[src/pkg/adc_cfg_pkg.sv]
/*
 * adc_cfg_pkg: register offsets, field positions, reset values and decoded
 * setting tables for configuration registers one to three.
 * Assumes an AXI4-Lite slave with 32-bit data, one aligned word per register.
 */
package adc_cfg_pkg;

    // =====================================================================
    // register map (printed offsets are not multiples of four: indices)
    // =====================================================================
    localparam logic [7:0] RATE_MODE_REFERENCE_CONFIG_IDX      = 8'h01;
    localparam logic [7:0] STATUS_INTEGRITY_CURRENT_CONFIG_IDX = 8'h02;
    localparam logic [7:0] CURRENT_ROUTING_CONFIG_IDX          = 8'h03;
    localparam int         ADDR_W                              = 8;
    localparam int         IDX_LSB                             = 2;

    localparam logic [7:0] CFG_RESET = 8'h00;

    // =====================================================================
    // field positions of register one
    // =====================================================================
    localparam int RATE_MSB  = 7;
    localparam int RATE_LSB  = 5;
    localparam int SPEED_BIT = 4;
    localparam int CONT_BIT  = 3;
    localparam int REF_MSB   = 2;
    localparam int REF_LSB   = 1;
    localparam int TEMP_BIT  = 0;

    // =====================================================================
    // field positions of registers two and three
    // =====================================================================
    localparam int READY_BIT   = 7;
    localparam int COUNTER_BIT = 6;
    localparam int CHECK_MSB   = 5;
    localparam int CHECK_LSB   = 4;
    localparam int BURNOUT_BIT = 3;
    localparam int LEVEL_MSB   = 2;
    localparam int LEVEL_LSB   = 0;
    localparam int ROUTE1_MSB  = 7;
    localparam int ROUTE1_LSB  = 5;
    localparam int ROUTE2_MSB  = 4;
    localparam int ROUTE2_LSB  = 2;
    localparam logic [7:0] ROUTING_WRITE_MASK = 8'hfc;
    localparam logic [7:0] STATUS_WRITE_MASK  = 8'h7f;

    // =====================================================================
    // decoded settings
    // =====================================================================
    typedef enum logic [1:0] {
        REF_INTERNAL = 2'h0,
        REF_EXTERNAL = 2'h1,
        REF_SUPPLY   = 2'h2
    } ref_source_t;

    typedef enum logic [1:0] {
        CHECK_OFF      = 2'h0,
        CHECK_INVERTED = 2'h1,
        CHECK_CRC16    = 2'h2,
        CHECK_RESERVED = 2'h3
    } check_mode_t;

    localparam logic [11:0] RATE_RESERVED_SPS = 12'h000;
    localparam logic [11:0] NORMAL_SPS [8] = '{
        12'h014, 12'h02d, 12'h05a, 12'h0af, 12'h14a, 12'h258, 12'h3e8, 12'h000};
    localparam logic [11:0] FAST_SPS [8] = '{
        12'h028, 12'h05a, 12'h0b4, 12'h15e, 12'h294, 12'h4b0, 12'h7d0, 12'h000};
    localparam logic [9:0] MOD_NORMAL_KHZ = 10'h100;
    localparam logic [9:0] MOD_FAST_KHZ   = 10'h200;
    localparam logic [10:0] LEVEL_UA [8] = '{
        11'h000, 11'h00a, 11'h032, 11'h064, 11'h0fa, 11'h1f4, 11'h3e8, 11'h5dc};
    localparam logic [1:0] AXI_OKAY   = 2'h0;
    localparam logic [1:0] AXI_SLVERR = 2'h2;

endpackage

[src/core/adc_cfg_regs.sv]
/*
 * adc_cfg_regs: configuration registers one to three with an AXI4-Lite slave,
 * decoding the fields into settings for the converter core.
 * Assumes the converter core gives a one-cycle new-result pulse and a one-cycle
 * data-read pulse on CLK; unmapped addresses answer SLVERR.
 */
`timescale 1ns/1ps

// Overview of operation
// - rate code picks normal-mode output rate
// - same codes double rate in fast mode
// - speed bit picks 256 or 512 kHz
// - mode bit picks single-shot or continuous
// - reference field picks internal, external, supply
// - temperature mode ignores register zero, internal reference
// - ready flag set by result, cleared on read
// - counter bit enables conversion data counter
// - integrity field picks none, inverted, crc16
// - burn-out bit switches 10 uA sources
// - level field sets both excitation currents
// - routing field one steers first source
// - routing field two steers second source
// - all three registers reset to zero
module adc_cfg_regs (
    input  wire logic        CLK,
    input  wire logic        RST,
    input  wire logic [7:0]  S_AXI_AWADDR,
    input  wire logic        S_AXI_AWVALID,
    output logic             S_AXI_AWREADY,
    input  wire logic [31:0] S_AXI_WDATA,
    input  wire logic [3:0]  S_AXI_WSTRB,
    input  wire logic        S_AXI_WVALID,
    output logic             S_AXI_WREADY,
    output logic [1:0]       S_AXI_BRESP,
    output logic             S_AXI_BVALID,
    input  wire logic        S_AXI_BREADY,
    input  wire logic [7:0]  S_AXI_ARADDR,
    input  wire logic        S_AXI_ARVALID,
    output logic             S_AXI_ARREADY,
    output logic [31:0]      S_AXI_RDATA,
    output logic [1:0]       S_AXI_RRESP,
    output logic             S_AXI_RVALID,
    input  wire logic        S_AXI_RREADY,
    input  wire logic        RESULT_NEW,
    input  wire logic        RESULT_READ,
    output logic [11:0]      SAMPLE_RATE_SPS,
    output logic             RATE_RESERVED,
    output logic [9:0]       MODULATOR_KHZ,
    output logic             CONTINUOUS_SELECT,
    output logic [1:0]       REFERENCE_SOURCE,
    output logic             TEMPERATURE_SENSOR_ENABLE,
    output logic             REGISTER_ZERO_IGNORE,
    output logic             RESULT_READY_FLAG,
    output logic             CONVERSION_COUNTER_ENABLE,
    output logic [1:0]       INTEGRITY_MODE,
    output logic             BURNOUT_SOURCE_ENABLE,
    output logic [10:0]      EXCITATION_CURRENT_UA,
    output logic [2:0]       SOURCE_ONE_ROUTING,
    output logic [2:0]       SOURCE_TWO_ROUTING
);

    // =====================================================================
    // storage
    // =====================================================================
    logic [7:0]  rate_mode_reference_config_q;
    logic [7:0]  status_integrity_current_config_q;
    logic [7:0]  current_routing_config_q;
    logic        ready_q;
    logic        aw_held_q;
    logic        w_held_q;
    logic [7:0]  aw_addr_q;
    logic [31:0] w_data_q;
    logic [3:0]  w_strb_q;
    logic        bvalid_q;
    logic [1:0]  bresp_q;
    logic        rvalid_q;
    logic [31:0] rdata_q;
    logic [1:0]  rresp_q;
    logic        do_write;
    logic [7:0]  wr_idx;
    logic [7:0]  rd_idx;
    logic [7:0]  rd_byte;
    logic        rd_hit;
    logic        wr_hit;
    logic        do_read;

    // =====================================================================
    // write channel
    // =====================================================================
    // address and data are latched independently so either may arrive first
    assign S_AXI_AWREADY = !aw_held_q && !bvalid_q;
    assign S_AXI_WREADY  = !w_held_q && !bvalid_q;
    assign S_AXI_BVALID  = bvalid_q;
    assign S_AXI_BRESP   = bresp_q;
    assign do_write      = aw_held_q && w_held_q && !bvalid_q;
    assign wr_idx        = {2'h0, aw_addr_q[adc_cfg_pkg::ADDR_W-1:adc_cfg_pkg::IDX_LSB]};
    assign wr_hit        = (wr_idx == adc_cfg_pkg::RATE_MODE_REFERENCE_CONFIG_IDX)
                        || (wr_idx == adc_cfg_pkg::STATUS_INTEGRITY_CURRENT_CONFIG_IDX)
                        || (wr_idx == adc_cfg_pkg::CURRENT_ROUTING_CONFIG_IDX);

    // address and data capture; both drop once the answer is taken
    always_ff @(posedge CLK) begin
        if (RST) begin
            aw_held_q <= 1'b0;
            w_held_q  <= 1'b0;
            aw_addr_q <= 8'h00;
            w_data_q  <= 32'h0000_0000;
            w_strb_q  <= 4'h0;
        end else begin
            if (S_AXI_AWVALID && S_AXI_AWREADY) begin
                aw_held_q <= 1'b1;
                aw_addr_q <= S_AXI_AWADDR;
            end else if (bvalid_q && S_AXI_BREADY) begin
                aw_held_q <= 1'b0;
            end
            if (S_AXI_WVALID && S_AXI_WREADY) begin
                w_held_q <= 1'b1;
                w_data_q <= S_AXI_WDATA;
                w_strb_q <= S_AXI_WSTRB;
            end else if (bvalid_q && S_AXI_BREADY) begin
                w_held_q <= 1'b0;
            end
        end
    end

    // write response, one cycle after both halves are held
    always_ff @(posedge CLK) begin
        if (RST) begin
            bvalid_q <= 1'b0;
            bresp_q  <= adc_cfg_pkg::AXI_OKAY;
        end else if (do_write) begin
            bvalid_q <= 1'b1;
            bresp_q  <= wr_hit ? adc_cfg_pkg::AXI_OKAY : adc_cfg_pkg::AXI_SLVERR;
        end else if (bvalid_q && S_AXI_BREADY) begin
            bvalid_q <= 1'b0;
        end
    end

    // =====================================================================
    // configuration registers
    // =====================================================================
    // zero at reset
    // only byte lane 0 carries data; the upper lanes read as zero anyway
    always_ff @(posedge CLK) begin
        if (RST) begin
            rate_mode_reference_config_q      <= adc_cfg_pkg::CFG_RESET;
            status_integrity_current_config_q <= adc_cfg_pkg::CFG_RESET;
            current_routing_config_q          <= adc_cfg_pkg::CFG_RESET;
        end else if (do_write && w_strb_q[0]) begin
            case (wr_idx)
                adc_cfg_pkg::RATE_MODE_REFERENCE_CONFIG_IDX: begin
                    rate_mode_reference_config_q <= w_data_q[7:0];
                end
                adc_cfg_pkg::STATUS_INTEGRITY_CURRENT_CONFIG_IDX: begin
                    // ready bit is read-only; masked out of the stored copy
                    status_integrity_current_config_q <=
                        w_data_q[7:0] & adc_cfg_pkg::STATUS_WRITE_MASK;
                end
                adc_cfg_pkg::CURRENT_ROUTING_CONFIG_IDX: begin
                    current_routing_config_q <=
                        w_data_q[7:0] & adc_cfg_pkg::ROUTING_WRITE_MASK;
                end
                default: begin
                end
            endcase
        end
    end

    // ready flag update
    // a new result in the same cycle as a data read wins, so none is lost
    always_ff @(posedge CLK) begin
        if (RST) begin
            ready_q <= 1'b0;
        end else if (RESULT_NEW) begin
            ready_q <= 1'b1;
        end else if (RESULT_READ) begin
            ready_q <= 1'b0;
        end
    end

    // =====================================================================
    // read channel
    // =====================================================================
    assign S_AXI_ARREADY = !rvalid_q;
    assign S_AXI_RVALID  = rvalid_q;
    assign S_AXI_RDATA   = rdata_q;
    assign S_AXI_RRESP   = rresp_q;
    assign do_read       = S_AXI_ARVALID && !rvalid_q;
    assign rd_idx        = {2'h0, S_AXI_ARADDR[adc_cfg_pkg::ADDR_W-1:adc_cfg_pkg::IDX_LSB]};

    // read mux; register two shows the live ready flag in its top bit
    always_comb begin
        rd_byte = 8'h00;
        rd_hit  = 1'b1;
        case (rd_idx)
            adc_cfg_pkg::RATE_MODE_REFERENCE_CONFIG_IDX: begin
                rd_byte = rate_mode_reference_config_q;
            end
            adc_cfg_pkg::STATUS_INTEGRITY_CURRENT_CONFIG_IDX: begin
                rd_byte = status_integrity_current_config_q;
                rd_byte[adc_cfg_pkg::READY_BIT] = ready_q;
            end
            adc_cfg_pkg::CURRENT_ROUTING_CONFIG_IDX: begin
                rd_byte = current_routing_config_q;
            end
            default: begin
                rd_hit = 1'b0;
            end
        endcase
    end

    // read answer one cycle after the address is taken
    always_ff @(posedge CLK) begin
        if (RST) begin
            rvalid_q <= 1'b0;
            rdata_q  <= 32'h0000_0000;
            rresp_q  <= adc_cfg_pkg::AXI_OKAY;
        end else if (do_read) begin
            rvalid_q <= 1'b1;
            rdata_q  <= {24'h00_0000, rd_byte};
            rresp_q  <= rd_hit ? adc_cfg_pkg::AXI_OKAY : adc_cfg_pkg::AXI_SLVERR;
        end else if (rvalid_q && S_AXI_RREADY) begin
            rvalid_q <= 1'b0;
        end
    end

    // =====================================================================
    // decoded settings, registered so outputs come from flip-flops
    // =====================================================================
    always_ff @(posedge CLK) begin
        if (RST) begin
            SAMPLE_RATE_SPS           <= 12'h000;
            RATE_RESERVED             <= 1'b0;
            MODULATOR_KHZ             <= 10'h000;
            CONTINUOUS_SELECT         <= 1'b0;
            REFERENCE_SOURCE          <= adc_cfg_pkg::REF_INTERNAL;
            TEMPERATURE_SENSOR_ENABLE <= 1'b0;
            REGISTER_ZERO_IGNORE      <= 1'b0;
        end else begin
            if (rate_mode_reference_config_q[adc_cfg_pkg::SPEED_BIT]) begin
                SAMPLE_RATE_SPS <= adc_cfg_pkg::FAST_SPS[
                    rate_mode_reference_config_q[adc_cfg_pkg::RATE_MSB:adc_cfg_pkg::RATE_LSB]];
            end else begin
                SAMPLE_RATE_SPS <= adc_cfg_pkg::NORMAL_SPS[
                    rate_mode_reference_config_q[adc_cfg_pkg::RATE_MSB:adc_cfg_pkg::RATE_LSB]];
            end
            RATE_RESERVED <= &rate_mode_reference_config_q[adc_cfg_pkg::RATE_MSB:
                                                           adc_cfg_pkg::RATE_LSB];
            MODULATOR_KHZ <= rate_mode_reference_config_q[adc_cfg_pkg::SPEED_BIT]
                           ? adc_cfg_pkg::MOD_FAST_KHZ : adc_cfg_pkg::MOD_NORMAL_KHZ;
            CONTINUOUS_SELECT <= rate_mode_reference_config_q[adc_cfg_pkg::CONT_BIT];
            // reference selection, forced internal in temperature mode
            if (rate_mode_reference_config_q[adc_cfg_pkg::TEMP_BIT]) begin
                REFERENCE_SOURCE <= adc_cfg_pkg::REF_INTERNAL;
            end else if (rate_mode_reference_config_q[adc_cfg_pkg::REF_MSB]) begin
                REFERENCE_SOURCE <= adc_cfg_pkg::REF_SUPPLY;
            end else begin
                REFERENCE_SOURCE <= rate_mode_reference_config_q[adc_cfg_pkg::REF_LSB]
                                  ? adc_cfg_pkg::REF_EXTERNAL : adc_cfg_pkg::REF_INTERNAL;
            end
            TEMPERATURE_SENSOR_ENABLE <= rate_mode_reference_config_q[adc_cfg_pkg::TEMP_BIT];
            REGISTER_ZERO_IGNORE      <= rate_mode_reference_config_q[adc_cfg_pkg::TEMP_BIT];
        end
    end

    // register two and three settings
    always_ff @(posedge CLK) begin
        if (RST) begin
            RESULT_READY_FLAG         <= 1'b0;
            CONVERSION_COUNTER_ENABLE <= 1'b0;
            INTEGRITY_MODE            <= adc_cfg_pkg::CHECK_OFF;
            BURNOUT_SOURCE_ENABLE     <= 1'b0;
            EXCITATION_CURRENT_UA     <= 11'h000;
            SOURCE_ONE_ROUTING        <= 3'h0;
            SOURCE_TWO_ROUTING        <= 3'h0;
        end else begin
            RESULT_READY_FLAG <= ready_q;
            CONVERSION_COUNTER_ENABLE <=
                status_integrity_current_config_q[adc_cfg_pkg::COUNTER_BIT];
            INTEGRITY_MODE <= status_integrity_current_config_q[adc_cfg_pkg::CHECK_MSB:
                                                                adc_cfg_pkg::CHECK_LSB];
            BURNOUT_SOURCE_ENABLE <= status_integrity_current_config_q[adc_cfg_pkg::BURNOUT_BIT];
            EXCITATION_CURRENT_UA <= adc_cfg_pkg::LEVEL_UA[
                status_integrity_current_config_q[adc_cfg_pkg::LEVEL_MSB:adc_cfg_pkg::LEVEL_LSB]];
            // routing passed as codes; reserved code left to the host
            SOURCE_ONE_ROUTING <= current_routing_config_q[adc_cfg_pkg::ROUTE1_MSB:
                                                           adc_cfg_pkg::ROUTE1_LSB];
            SOURCE_TWO_ROUTING <= current_routing_config_q[adc_cfg_pkg::ROUTE2_MSB:
                                                           adc_cfg_pkg::ROUTE2_LSB];
        end
    end

endmodule

[config.mk]
export PLATFORM = sky130hd
export DESIGN_NAME = adc_cfg_regs
export DESIGN_NICKNAME = d
export VERILOG_FILES = /design/src/pkg/adc_cfg_pkg.sv /design/src/core/adc_cfg_regs.sv
export SDC_FILE = /design/constraint.sdc
export NUM_CORES = 1
export LEC_CHECK = 0
export BUFFER_PORTS_ARGS = -buffer_cell sky130_fd_sc_hd__buf_4
export CAP_MARGIN = 30
export CORE_ASPECT_RATIO = 1.5
export CORE_MARGIN = 8
export CORE_UTILIZATION = 44
export DETAILED_ROUTE_END_ITERATION = 6
export HOLD_SLACK_MARGIN = 0.06
export PLACE_DENSITY = 0.72
export SYNTH_ARGS = -nofsm -noshare
export SYNTH_HDL_FRONTEND = slang
export SYNTH_SLANG_ARGS = --single-unit
[constraint.sdc]
create_clock -name CLK -period 1.6 [get_ports CLK]
set_input_delay 0.32 -clock CLK [delete_from_list [all_inputs] [get_ports CLK]]
set_output_delay 0.32 -clock CLK [all_outputs]
set_load 0.01 [all_outputs]
# --- Yosys cells after proc, flatten, opt, wreduce, memory -nomap -nowiden ---
# Memories as Yosys holds them, arrays and structs flattened. A register that Yosys moved wholly into a read port is not among the register bits.
# Index checks and enable logic that the tools add are counted.
op_classes:
  multipliers: 0
  n_reduce_logical: 28
  eq_ne: 6
  shifts: 0
  n_mux: 20
  n_bitwise: 2
  addsub: 0
  n_lt_le_gt_ge: 1
  div_mod_pow: 0
ops:
  columns: ["cell", "n"]
  rows:
  - ["$mux W12", 5]
  - ["$eq A6 B2 Y1 const B", 4]
  - ["$pmux W8 S3", 1]
  - ["$eq A6 B1 Y1 const B", 2]
  - ["$logic_and A1 B1 Y1", 10]
  - ["$mux W1", 10]
  - ["$mux W10", 1]
  - ["$reduce_bool A2 Y1", 5]
  - ["$not A3 Y4", 2]
  - ["$mux W2", 3]
  - ["$reduce_and A2 Y1", 3]
  - ["$reduce_or A3 Y1", 2]
  - ["$ge A4 B4 Y1 const B", 1]
  - ["$logic_not A1 Y1", 4]
  - ["$reduce_and A3 Y1", 1]
  - ["$logic_or A1 B1 Y1", 2]
  - ["$reduce_or A2 Y1", 1]
word_totals:
  latchBits: 0
  in_bits: 61
  wordCells: 87
  reg_bits: 93
  mem_bits_ro: 280
  memories: 3
  ramBits: 0
  out_inout_bits: 91
memory_table:
  columns: ["memory", "words", "width", "read_ports", "rd_clocked_by_memory_dff", "wr", "line_no", "source"]
  rows:
  - ["(name not given)", 8, 12, 1, 0, 0, "adc_cfg_regs.sv:244", "SAMPLE_RATE_SPS <= adc_cfg_pkg::NORMAL_SPS["]
  - ["(name not given)", 8, 12, 1, 0, 0, "adc_cfg_regs.sv:241", "SAMPLE_RATE_SPS <= adc_cfg_pkg::FAST_SPS["]
  - ["(name not given)", 8, 11, 1, 1, 0, "adc_cfg_regs.sv:283", "EXCITATION_CURRENT_UA <= adc_cfg_pkg::LEVEL_UA["]

# --- Logic depth before layout (Yosys ltp) ---
# Gate-level depths: netlist of run 1.
depth:
  depth_word: 5
  depth_mapped: 6

# --- Least setup slack after synthesis of run 1 ---
# OpenSTA, ideal clock, no wires.
synth_path:
  path_kind: "reg2reg"
  startpoint: "reg rate_mode_reference_config_q[5]"
  endpoint: "reg SAMPLE_RATE_SPS[4]"
  t_required_ps: 1535
  setup_slack_ps: 25
  setup_ps: 65
  path_stages_with_launch: 6
  arrival_ps: 1510
  path_cell_list: "dfxtp_1 > clkbuf_1 > inv_1 > ha_1 > mux4_2 > nor2_1"
synth_via:
  elab_chain_len: 5
synth_rtl:
  columns: ["element", "line_no", "source"]
  rows:
  - ["from (decl)", "adc_cfg_regs.sv:65", "logic [7:0] rate_mode_reference_config_q;"]
  - ["from (signal assigned)", "adc_cfg_regs.sv:146", "rate_mode_reference_config_q <= adc_cfg_pkg::CFG_RESET;"]
  - ["from (signal assigned)", "adc_cfg_regs.sv:152", "rate_mode_reference_config_q <= w_data_q[7:0];"]
  - ["$not A3 Y4 (not written as such) *", "adc_cfg_regs.sv:241, adc_cfg_regs.sv:244", null]
  - ["$mem_v2 Z8 W12 (on tied branches)", null, null]
  - ["$mux W12 (on tied branches) (2 in a row)", "adc_cfg_regs.sv:244, adc_cfg_regs.sv:241", null]
  - ["$mux W12 *", "adc_cfg_regs.sv:240", "if (rate_mode_reference_config_q[adc_cfg_pkg::SPEED_BIT]) begin"]
  - ["to (signal assigned)", "adc_cfg_regs.sv:241", null]
  - ["to (signal assigned)", "adc_cfg_regs.sv:244", null]
  - ["to (decl)", "adc_cfg_regs.sv:46", "output logic [11:0] SAMPLE_RATE_SPS,"]
# Every way passes the cells marked *; elsewhere a longest branch is shown, timed or not. The select of a mux whose other input is x is not followed.
# A chain may end at the register's enable or synchronous reset.

# --- Worst setup path in the final report of run 1 ---
layout_path:
  startpoint: "reg aw_addr_q[5]"
  endpoint: "reg rate_mode_reference_config_q[7]"
layout_via:
  elab_chain_len: 2
layout_rtl:
  columns: ["element", "line_no", "source"]
  rows:
  - ["from (decl)", "adc_cfg_regs.sv:71", "logic [7:0] aw_addr_q;"]
  - ["from (signal assigned)", "adc_cfg_regs.sv:106", "aw_addr_q <= 8'h00;"]
  - ["from (signal assigned)", "adc_cfg_regs.sv:112", "aw_addr_q <= S_AXI_AWADDR;"]
  - ["$eq A6 B1 Y1", "adc_cfg_regs.sv:150", "case (wr_idx)"]
  - ["$reduce_and A2 Y1 (no source line)", null, null]
# No other way between the ends.

==> impl_metrics.toml, run 1 <==
[pwr]
switching_share_pct = 22.9
internal_power_mw = 3.54
p_leak_nw = 2.32
finalPower_mw = 4.58
power.density_mw_per_mm2 = 958
p_sw_mw = 1.05
ir_worst_vdd_v = 0.000587
p_clk_share_pct = 41.5
seqPwrFrac_pct = 50.6
p_comb_share_pct = 7.9

[synth]
synthTopCellsByCount = "90 x dfxtp_1, 43 x mux2i_1, 37 x buf_4, 35 x nor2_1, 33 x nand2_1"
synth_warnings = 0
syn_area_mm2 = 0.00382
async_reset_ff_share_pct = 0
ys_seq_elements = 90
yosys-top-cells-area = "dfxtp_1 47%, mux2i_1 11%, buf_4 7.3%"
ys.flop_type = "dfxtp_1"
synth.most_common_cell = "dfxtp_1"
yosysSeqAreaShare_pct = 47.2
synth_edf_count = 0
syn_area_per_cell_um2 = 9.72
netlist_instances = 393
synth_top_cell_by_area = "dfxtp_1"
synth.distinct_cells = 42
synth_largest_type_area_fraction_pct = 47.2

[min_path]
hp-class = "in2reg"

[final_layout]
nets = 557
fillerInstances = 752
antenna-diode-count = 0
area_delta_synth_final_pct = 25.2
fin_cells = 594
drive_gt1_share_pct = 27.1
final_cell_area_mm2 = 0.00478

[timing]
fin_crit_ps = 1620
hold_viol = 0
setup_violations = 3
hold_slack_ps = 195
fin_crit_sh_pct = 101
relSlewSlack_pct = 65.5
slew_violations = 0
finalSetupTns_ps = -45.6
rsz0062_at_grt = "true"
clock_skew_ps = 4.20
setup_ws_ps = -22.8
fmax_ghz = 0.616
tightest_slew_ps = 517

[place]
numPortBuffers = 84
dpl_cell_area_mm2 = 0.00451
dp_hpwl_um = 6260
placed_cells = 578
gp_congestion = 0.793

[route]
drcViolationCount = 0
drt-vias-per-instance = 4.75
ant_nets = 0
drt_iter0_markers = 93
totalWireLength_um = 8260
wire_per_inst_um = 13.9
vias = 2822
drtPass1Iterations = 4

[floorplan]
start_util_pct = 45.4
core_area_mm2 = 0.00841
floorplan.die.width_um = 92.1
io_pins = 152
die_area_mm2 = 0.0120
rows = 41
die_h_um = 130

[clock_tree]
ctsRootBufferMaster = "clkbuf_16"
cts_sinks = 90
numCtsBuffers = 9
path_clk_slew_ps = 60
insertion_delay_ps = 330
cts_buffer_depth = 2
hold_buffers = 0
cts_tree = "built"
htreeDepth = 3
cts_setup_buffers = 0
postCtsResizedCells = 1

[global_route]
grt_overflow = 0
antenna_found_initial = 0
grt_max_degree = 42
grt.total_usage_pct = 14.0
grt_pass1_wl_um = 13400
grt_pass1_vias = 2829

[status]
outcome = "finished, violations left"
violations = "negative setup slack"

[critical_path]
arrival_ps = 1880
start_kind = "flop"
required_ps = 1860
setup.worst_path.class = "reg2reg"
worstPathMaxFanout = 8
endpoint_kind = "flop"

[run]
maxCapViolCount = 0
[per-layer routing]
metal / track usage [%] / vias to the layer above / wire length, um
li1: - / 1412 / -
met1: 15.0 / 1297 / 3360
met2: 23.7 / 102 / 4030
met3: 5.29 / 11 / 672
met4: 6.76 / 0 / 197
met5: 0 / - / 0
[area by class of cell]
class	count	area, um^2	area share (%)
Inverter	25	93.8	1.96
Tap cell	107	134	2.80
Clock buffer	11	243	5.07
Sequential cell	90	1800	37.7
Multi-Input combinational cell	254	1690	35.3
Timing Repair Buffer	102	791	16.5
Clock inverter	5	30.0	0.628
[stage by stage]
stage / setup slack (ps) / utilization (%)
global placement: 54.5 / 53.6
CTS: -44.0 / 56.9
floorplan: 25.3 / -
finish: -22.8 / 56.9
detailed placement: -35.1 / 53.6
global route: -151 / 56.9
[power groups by stage]
stage,clock [mW],sequential (mW),combinational [mW]
final,1.90,2.32,0.363
after global routing,2.07,2.32,0.400
after CTS,1.95,2.32,0.362
after detailed placement,0,2.37,0.361
after global placement,0,2.36,0.354
after floorplan,0,2.37,0.268
[worst paths after layout]
| check | slack, ps | from | to | cells after the start |
|---|---|---|---|---|
| setup / recovery | -20 | aw_addr_q[5]$_SDFFE_PP0P_ | rate_mode_reference_config_q[7]$_SDFFE_PP0P_ | 4 |
| hold reg to reg | 450 | S_AXI_RDATA[0]$_SDFFE_PP0P_ | S_AXI_RDATA[0]$_SDFFE_PP0P_ | 2 |
| hold / removal | 200 | RESULT_NEW | ready_q$_SDFFE_PP0P_ | 3 |
| setup reg to reg | -20 | aw_addr_q[5]$_SDFFE_PP0P_ | rate_mode_reference_config_q[7]$_SDFFE_PP0P_ | 4 |
[cells by family after synthesis]
kind of cell,count (synthesis),share of synthesized area [%]
mux,50,13.6
fa+ha+maj,14,4.58
xor+xnor,1,0.229
other cells,1,0.0981
flops,90,47.2
simple gates,113,15.2
compound gates,40,6.88
buf+inv,84,12.2
[placed cells by master, fill, tap and decap left out, drive strengths merged]
cell        n
nor2b       6
clkinvlp    2
nor2       35
o211ai      2
and3b       4
o211a       1
o21bai      2
o21ai       7
dfxtp      90
and4b       1
o2111ai     1
nand2      33
inv        25
nand4       2
a32o        1
a211oi      8
nand3b      1
xor2        1
o21a        1
or2         1
and3        2
mux4        1
clkinv      3
a22oi       6
a21oi      10
mux2i      43
nor4b       2
conb       36
mux2        6
ha         14
nor3b       3
nor3        7
nand2b      6
or4         1
buf       102
nor4        3
clkbuf     11
a31oi       1
nand3       6
[worst max-delay path, cell delays in order (launching register included)]
cell and delay [ps]:
dfxtp_2 330, or4_4 560, nor4b_4 290, buf_12 180, mux2i_1 190
[registers in the layout, indices dropped and copies added (netlist names), 6 cells and up]
signal,count
EXCITATION_CURRENT_UA,10
SAMPLE_RATE_SPS,11
S_AXI_RDATA,8
aw_addr_q,6
current_routing_config_q,6
rate_mode_reference_config_q,8
status_integrity_current_config_q,7
w_data_q,8
Note: power is estimated with default switching activity, not from simulation.
==> run 2, diff against run 1 <==
SETUP_SLACK_MARGIN = 0.5   (was unset)
==> impl_metrics.toml, run 2 (same netlist as run 1, synthesis figures left out) <==
[critical_path]
arrival_ps = 1860
r2r-start = "aw_addr_q[5]$_SDFFE_PP0P_"
endpoint_kind = "flop"
setup.worst_path.class = "reg2reg"
worstPathMaxFanout = 8
start_kind = "flop"
r2r.worst_path.cells = 4
startpoint = "aw_addr_q[5]$_SDFFE_PP0P_"
required_ps = 1860

[clock_tree]
htreeDepth = 3
insertion_delay_ps = 330
cts_buffer_depth = 2
hold_buffers = 0
ctsRootBufferMaster = "clkbuf_16"
cts_tree = "built"
numCtsBuffers = 9
path_clk_slew_ps = 60
cts_sinks = 90

[status]
violations = "negative setup slack"
outcome = "finished, violations left"

[route]
wire_per_inst_um = 15.8
vias = 3042
drtPass1Iterations = 4
drcViolationCount = 0
totalWireLength_um = 9750
ant_nets = 0
drt-vias-per-instance = 4.94
drt_iter0_markers = 113

[timing]
fin_crit_ps = 1600
slew_violations = 0
hold_slack_ps = 187
fmax_ghz = 0.625
hold_viol = 0
setup_ws_ps = -0.127
setup_violations = 1
finalSetupTns_ps = -0.127
clock_skew_ps = 4.80
rsz0062_at_grt = "true"
fin_crit_sh_pct = 100

[final_layout]
nets = 580
largest-register = "SAMPLE_RATE_SPS"
area_delta_synth_final_pct = 46.3
largest_reg_flops = 11
antenna-diode-count = 0
layout_common_cells = "61 x buf_4, 56 x buf_6, 48 x dfxtp_1"
drive_gt1_share_pct = 46.2
biggestRegsByFlops = "SAMPLE_RATE_SPS x11, EXCITATION_CURRENT_UA x10"
final_common_cell = "buf_4"

[global_route]
grt.total_usage_pct = 15.1
antenna_found_initial = 0
grt_overflow = 0
grt_pass1_vias = 3117
grt_max_degree = 23
grt_pass1_wl_um = 14500

[floorplan]
start_util_pct = 45.4
core_area_mm2 = 0.00841
die_area_mm2 = 0.0120
floorplan.die.width_um = 92.1
die_h_um = 130
rows = 41
io_pins = 152

[pwr]
finalPower_mw = 4.71
p_leak_nw = 2.58
power.density_mw_per_mm2 = 843
ir_worst_vdd_v = 0.000517

[place]
numPortBuffers = 84
gp_congestion = 0.767
dp_hpwl_um = 6310

[min_path]
min-delay-start = "RST"
hp-class = "in2reg"
hold_depth = 2

[run]
maxCapViolCount = 0
==> run 2: cell types whose count changed in the layout (fill, tap and decap cells not counted), sizes merged <==
cell      delta
buf         +23
clkinvlp     -2
clkbuf       +1
==> run 2: worst paths after layout <==
| path | slack, ps | to |
|---|---|---|
| worst max-delay path | -0.1 | rate_mode_reference_config_q[7]$_SDFFE_PP0P_ |
| worst min register to register | 460 | SOURCE_TWO_ROUTING[1]$_SDFF_PP0_ |
| worst min-delay path | 190 | aw_addr_q[6]$_SDFFE_PP0P_ |
| worst max register to register | -0.1 | rate_mode_reference_config_q[7]$_SDFFE_PP0P_ |
==> run 2: per-stage QoR <==
step,setup WS [ps],utilization [%],cell area (um^2),instances
floorplan,130,-,4030,428
global placement,57.4,53.5,4500,573
detailed placement,-1.45,53.5,4500,573
CTS,-2.12,61.8,5200,609
global route,-46.4,66.4,5590,616
finish,-0.127,66.4,5590,616
==> run 2: worst max-delay path, cell delays in order, from the launching register on <==
cell and delay (ps):
dfxtp_2 320, or4_4 560, nor4b_4 270, buf_12 180, mux2i_1 200
==> run 2: layout make-up <==
| cell class | count | area, um^2 |
|---|---|---|
| inverters | 25 | 98.8 |
| well taps | 107 | 134 |
| clock buffers | 12 | 256 |
| multi-input cells | 254 | 1980 |
| clock inverters | 3 | 15.0 |
| repair buffers | 125 | 1230 |
| flip-flops and latches | 90 | 1870 |
| fillers | 653 | 2820 |
==> run 2: layer usage <==
metal	track usage, %	up-vias	routed length [um]
met4	7.43	0	231
met2	27.4	108	5200
met3	4.54	20	583
met1	15.5	1445	3740
met5	0	-	0
li1	-	1469	-
==> run 2: repair_timing <==
| item | CTS | global route |
|---|---|---|
| cloned | 0 | 1 |
| pin swaps | 17 | 16 |
| buffers inserted | 21 | 6 |
| resized for setup | 89 | 89 |
| endpoints found under the setup margin | 79 | 98 |
==> run 2: where the power goes <==
part	switching [mW]	internal (mW)
combinational	0.235	0.223
sequential	0.0404	2.28
clock	0.812	1.12
==> run 3, diff against run 2 <==
PLACE_DENSITY = unset   (was 0.72)
PLACE_DENSITY_LB_ADDON = 0.15   (was unset)
==> impl_metrics.toml, run 3 (same netlist as run 1, synthesis figures left out) <==
[place]
dp_hpwl_um = 6420
dpl_cell_area_mm2 = 0.00453
dp_slack_ps = 0.204
numPortBuffers = 84
gp_congestion = 0.773

[final_layout]
multi_input_area_mm2 = 0.00193
final_common_cell = "buf_6"
largest-register = "SAMPLE_RATE_SPS"
antenna-diode-count = 0
area_delta_synth_final_pct = 44.9
drive_gt1_share_pct = 45.1
fillerInstances = 685
nets = 585
regArea_mm2 = 0.00187
biggestRegsByFlops = "SAMPLE_RATE_SPS x11, EXCITATION_CURRENT_UA x10"
layout_common_cells = "67 x buf_6, 60 x buf_4, 47 x dfxtp_1"
largest_reg_flops = 11
final_cell_area_mm2 = 0.00554

[run]
maxCapViolCount = 0

[critical_path]
worstPathMaxFanout = 8
arrival_ps = 1880
endpoint_kind = "flop"
start_kind = "flop"
required_ps = 1850
setup.worst_path.class = "reg2reg"

[route]
vias = 2963
drcViolationCount = 0
ant_nets = 0
drt_iter0_markers = 98
wire_per_inst_um = 15.2
drt-vias-per-instance = 4.80
totalWireLength_um = 9380
drtPass1Iterations = 5

[status]
violations = "negative setup slack"
outcome = "finished, violations left"

[global_route]
grt_pass1_vias = 2943
grt.total_usage_pct = 14.8
antenna_found_initial = 0
grt_overflow = 0
grt_max_degree = 29
grt_pass1_wl_um = 14200

[min_path]
hp-class = "in2reg"

[timing]
fin_crit_ps = 1630
clock_skew_ps = 4.09
fmax_ghz = 0.614
setup_ws_ps = -27.9
rsz0062_at_grt = "true"
setup_violations = 1
slew_violations = 0
fin_crit_sh_pct = 102
hold_viol = 0
hold_slack_ps = 195

[floorplan]
rows = 41
die_h_um = 130
core_area_mm2 = 0.00841
start_util_pct = 45.4
io_pins = 152
floorplan.die.width_um = 92.1
die_area_mm2 = 0.0120

[clock_tree]
insertion_delay_ps = 330
cts_buffer_depth = 2
hold_buffers = 0
numCtsBuffers = 9
path_clk_slew_ps = 60
ctsRootBufferMaster = "clkbuf_16"
cts_sinks = 90
htreeDepth = 3
cts_tree = "built"

[pwr]
power.density_mw_per_mm2 = 824
ir_worst_vdd_v = 0.000574
p_leak_nw = 2.59
## run 3: cell types whose count changed in the layout (fill, tap and decap cells not counted), moves of 2 or more
cell and delta:
buf_6 +11, a22oi_1 +3, a22oi_2 -3, buf_8 -3
o21ai_0 +3, o21ai_1 -3, a211oi_1 +2, buf_12 -2
clkbuf_8 -2, nor2b_1 +2
## run 3: where the power goes
group          internal, mW  switching (mW)  total, mW
Combinational         0.234           0.241      0.475
Sequential             2.28          0.0369       2.32
Clock                  1.00           0.768       1.77
Total                  3.52            1.05       4.56
## run 3: through the flow
step	instances	power (mW)	utilization, %	setup TNS (ps)
after floorplan	428	2.65	-	0
after global placement	578	2.73	53.8	0
after detailed placement	578	2.74	53.8	0
after CTS	602	4.56	61.2	-26.7
after global routing	617	4.75	65.8	-201
final	617	4.56	65.8	-27.9
## run 3: final timing paths
kind,end,start,depth (start not counted),slack (ps)
max,rate_mode_reference_config_q[3]$_SDFFE_PP0P_,aw_addr_q[5]$_SDFFE_PP0P_,4,-30
min,ready_q$_SDFFE_PP0P_,RESULT_NEW,3,190
max reg2reg,rate_mode_reference_config_q[3]$_SDFFE_PP0P_,aw_addr_q[5]$_SDFFE_PP0P_,4,-30
min reg2reg,SOURCE_ONE_ROUTING[1]$_SDFF_PP0_,current_routing_config_q[6]$_SDFFE_PP0P_,2,450
## run 3: worst max-delay path, stage by stage, from the launching register on
cell	delay (ps)
dfxtp_2	320
or4_4	550
nor4b_4	280
buf_12	180
mux2i_1	210
## run 3: repair_timing
item,in CTS,in global routing
endpoints found under the setup margin,76,110
resized for setup,89,76
buffers inserted,12,15
pin swaps,8,15
cloned,1,0
## run 3: final cells by class
| type | count | area share (%) |
|---|---|---|
| multi-input cells | 254 | 34.9 |
| flip-flops and latches | 90 | 33.8 |
| repair buffers | 130 | 22.8 |
| clock buffers | 9 | 4.07 |
| well taps | 107 | 2.42 |
| inverters | 25 | 1.81 |
| clock inverters | 2 | 0.181 |
## run 3: per-layer routing
metal / vias up / global-route usage, % / wire length (um)
li1: 1473 / - / -
met1: 1380 / 15.9 / 3740
met2: 96 / 25.8 / 4920
met3: 14 / 4.25 / 554
met4: 0 / 7.43 / 165
met5: - / 0 / 0
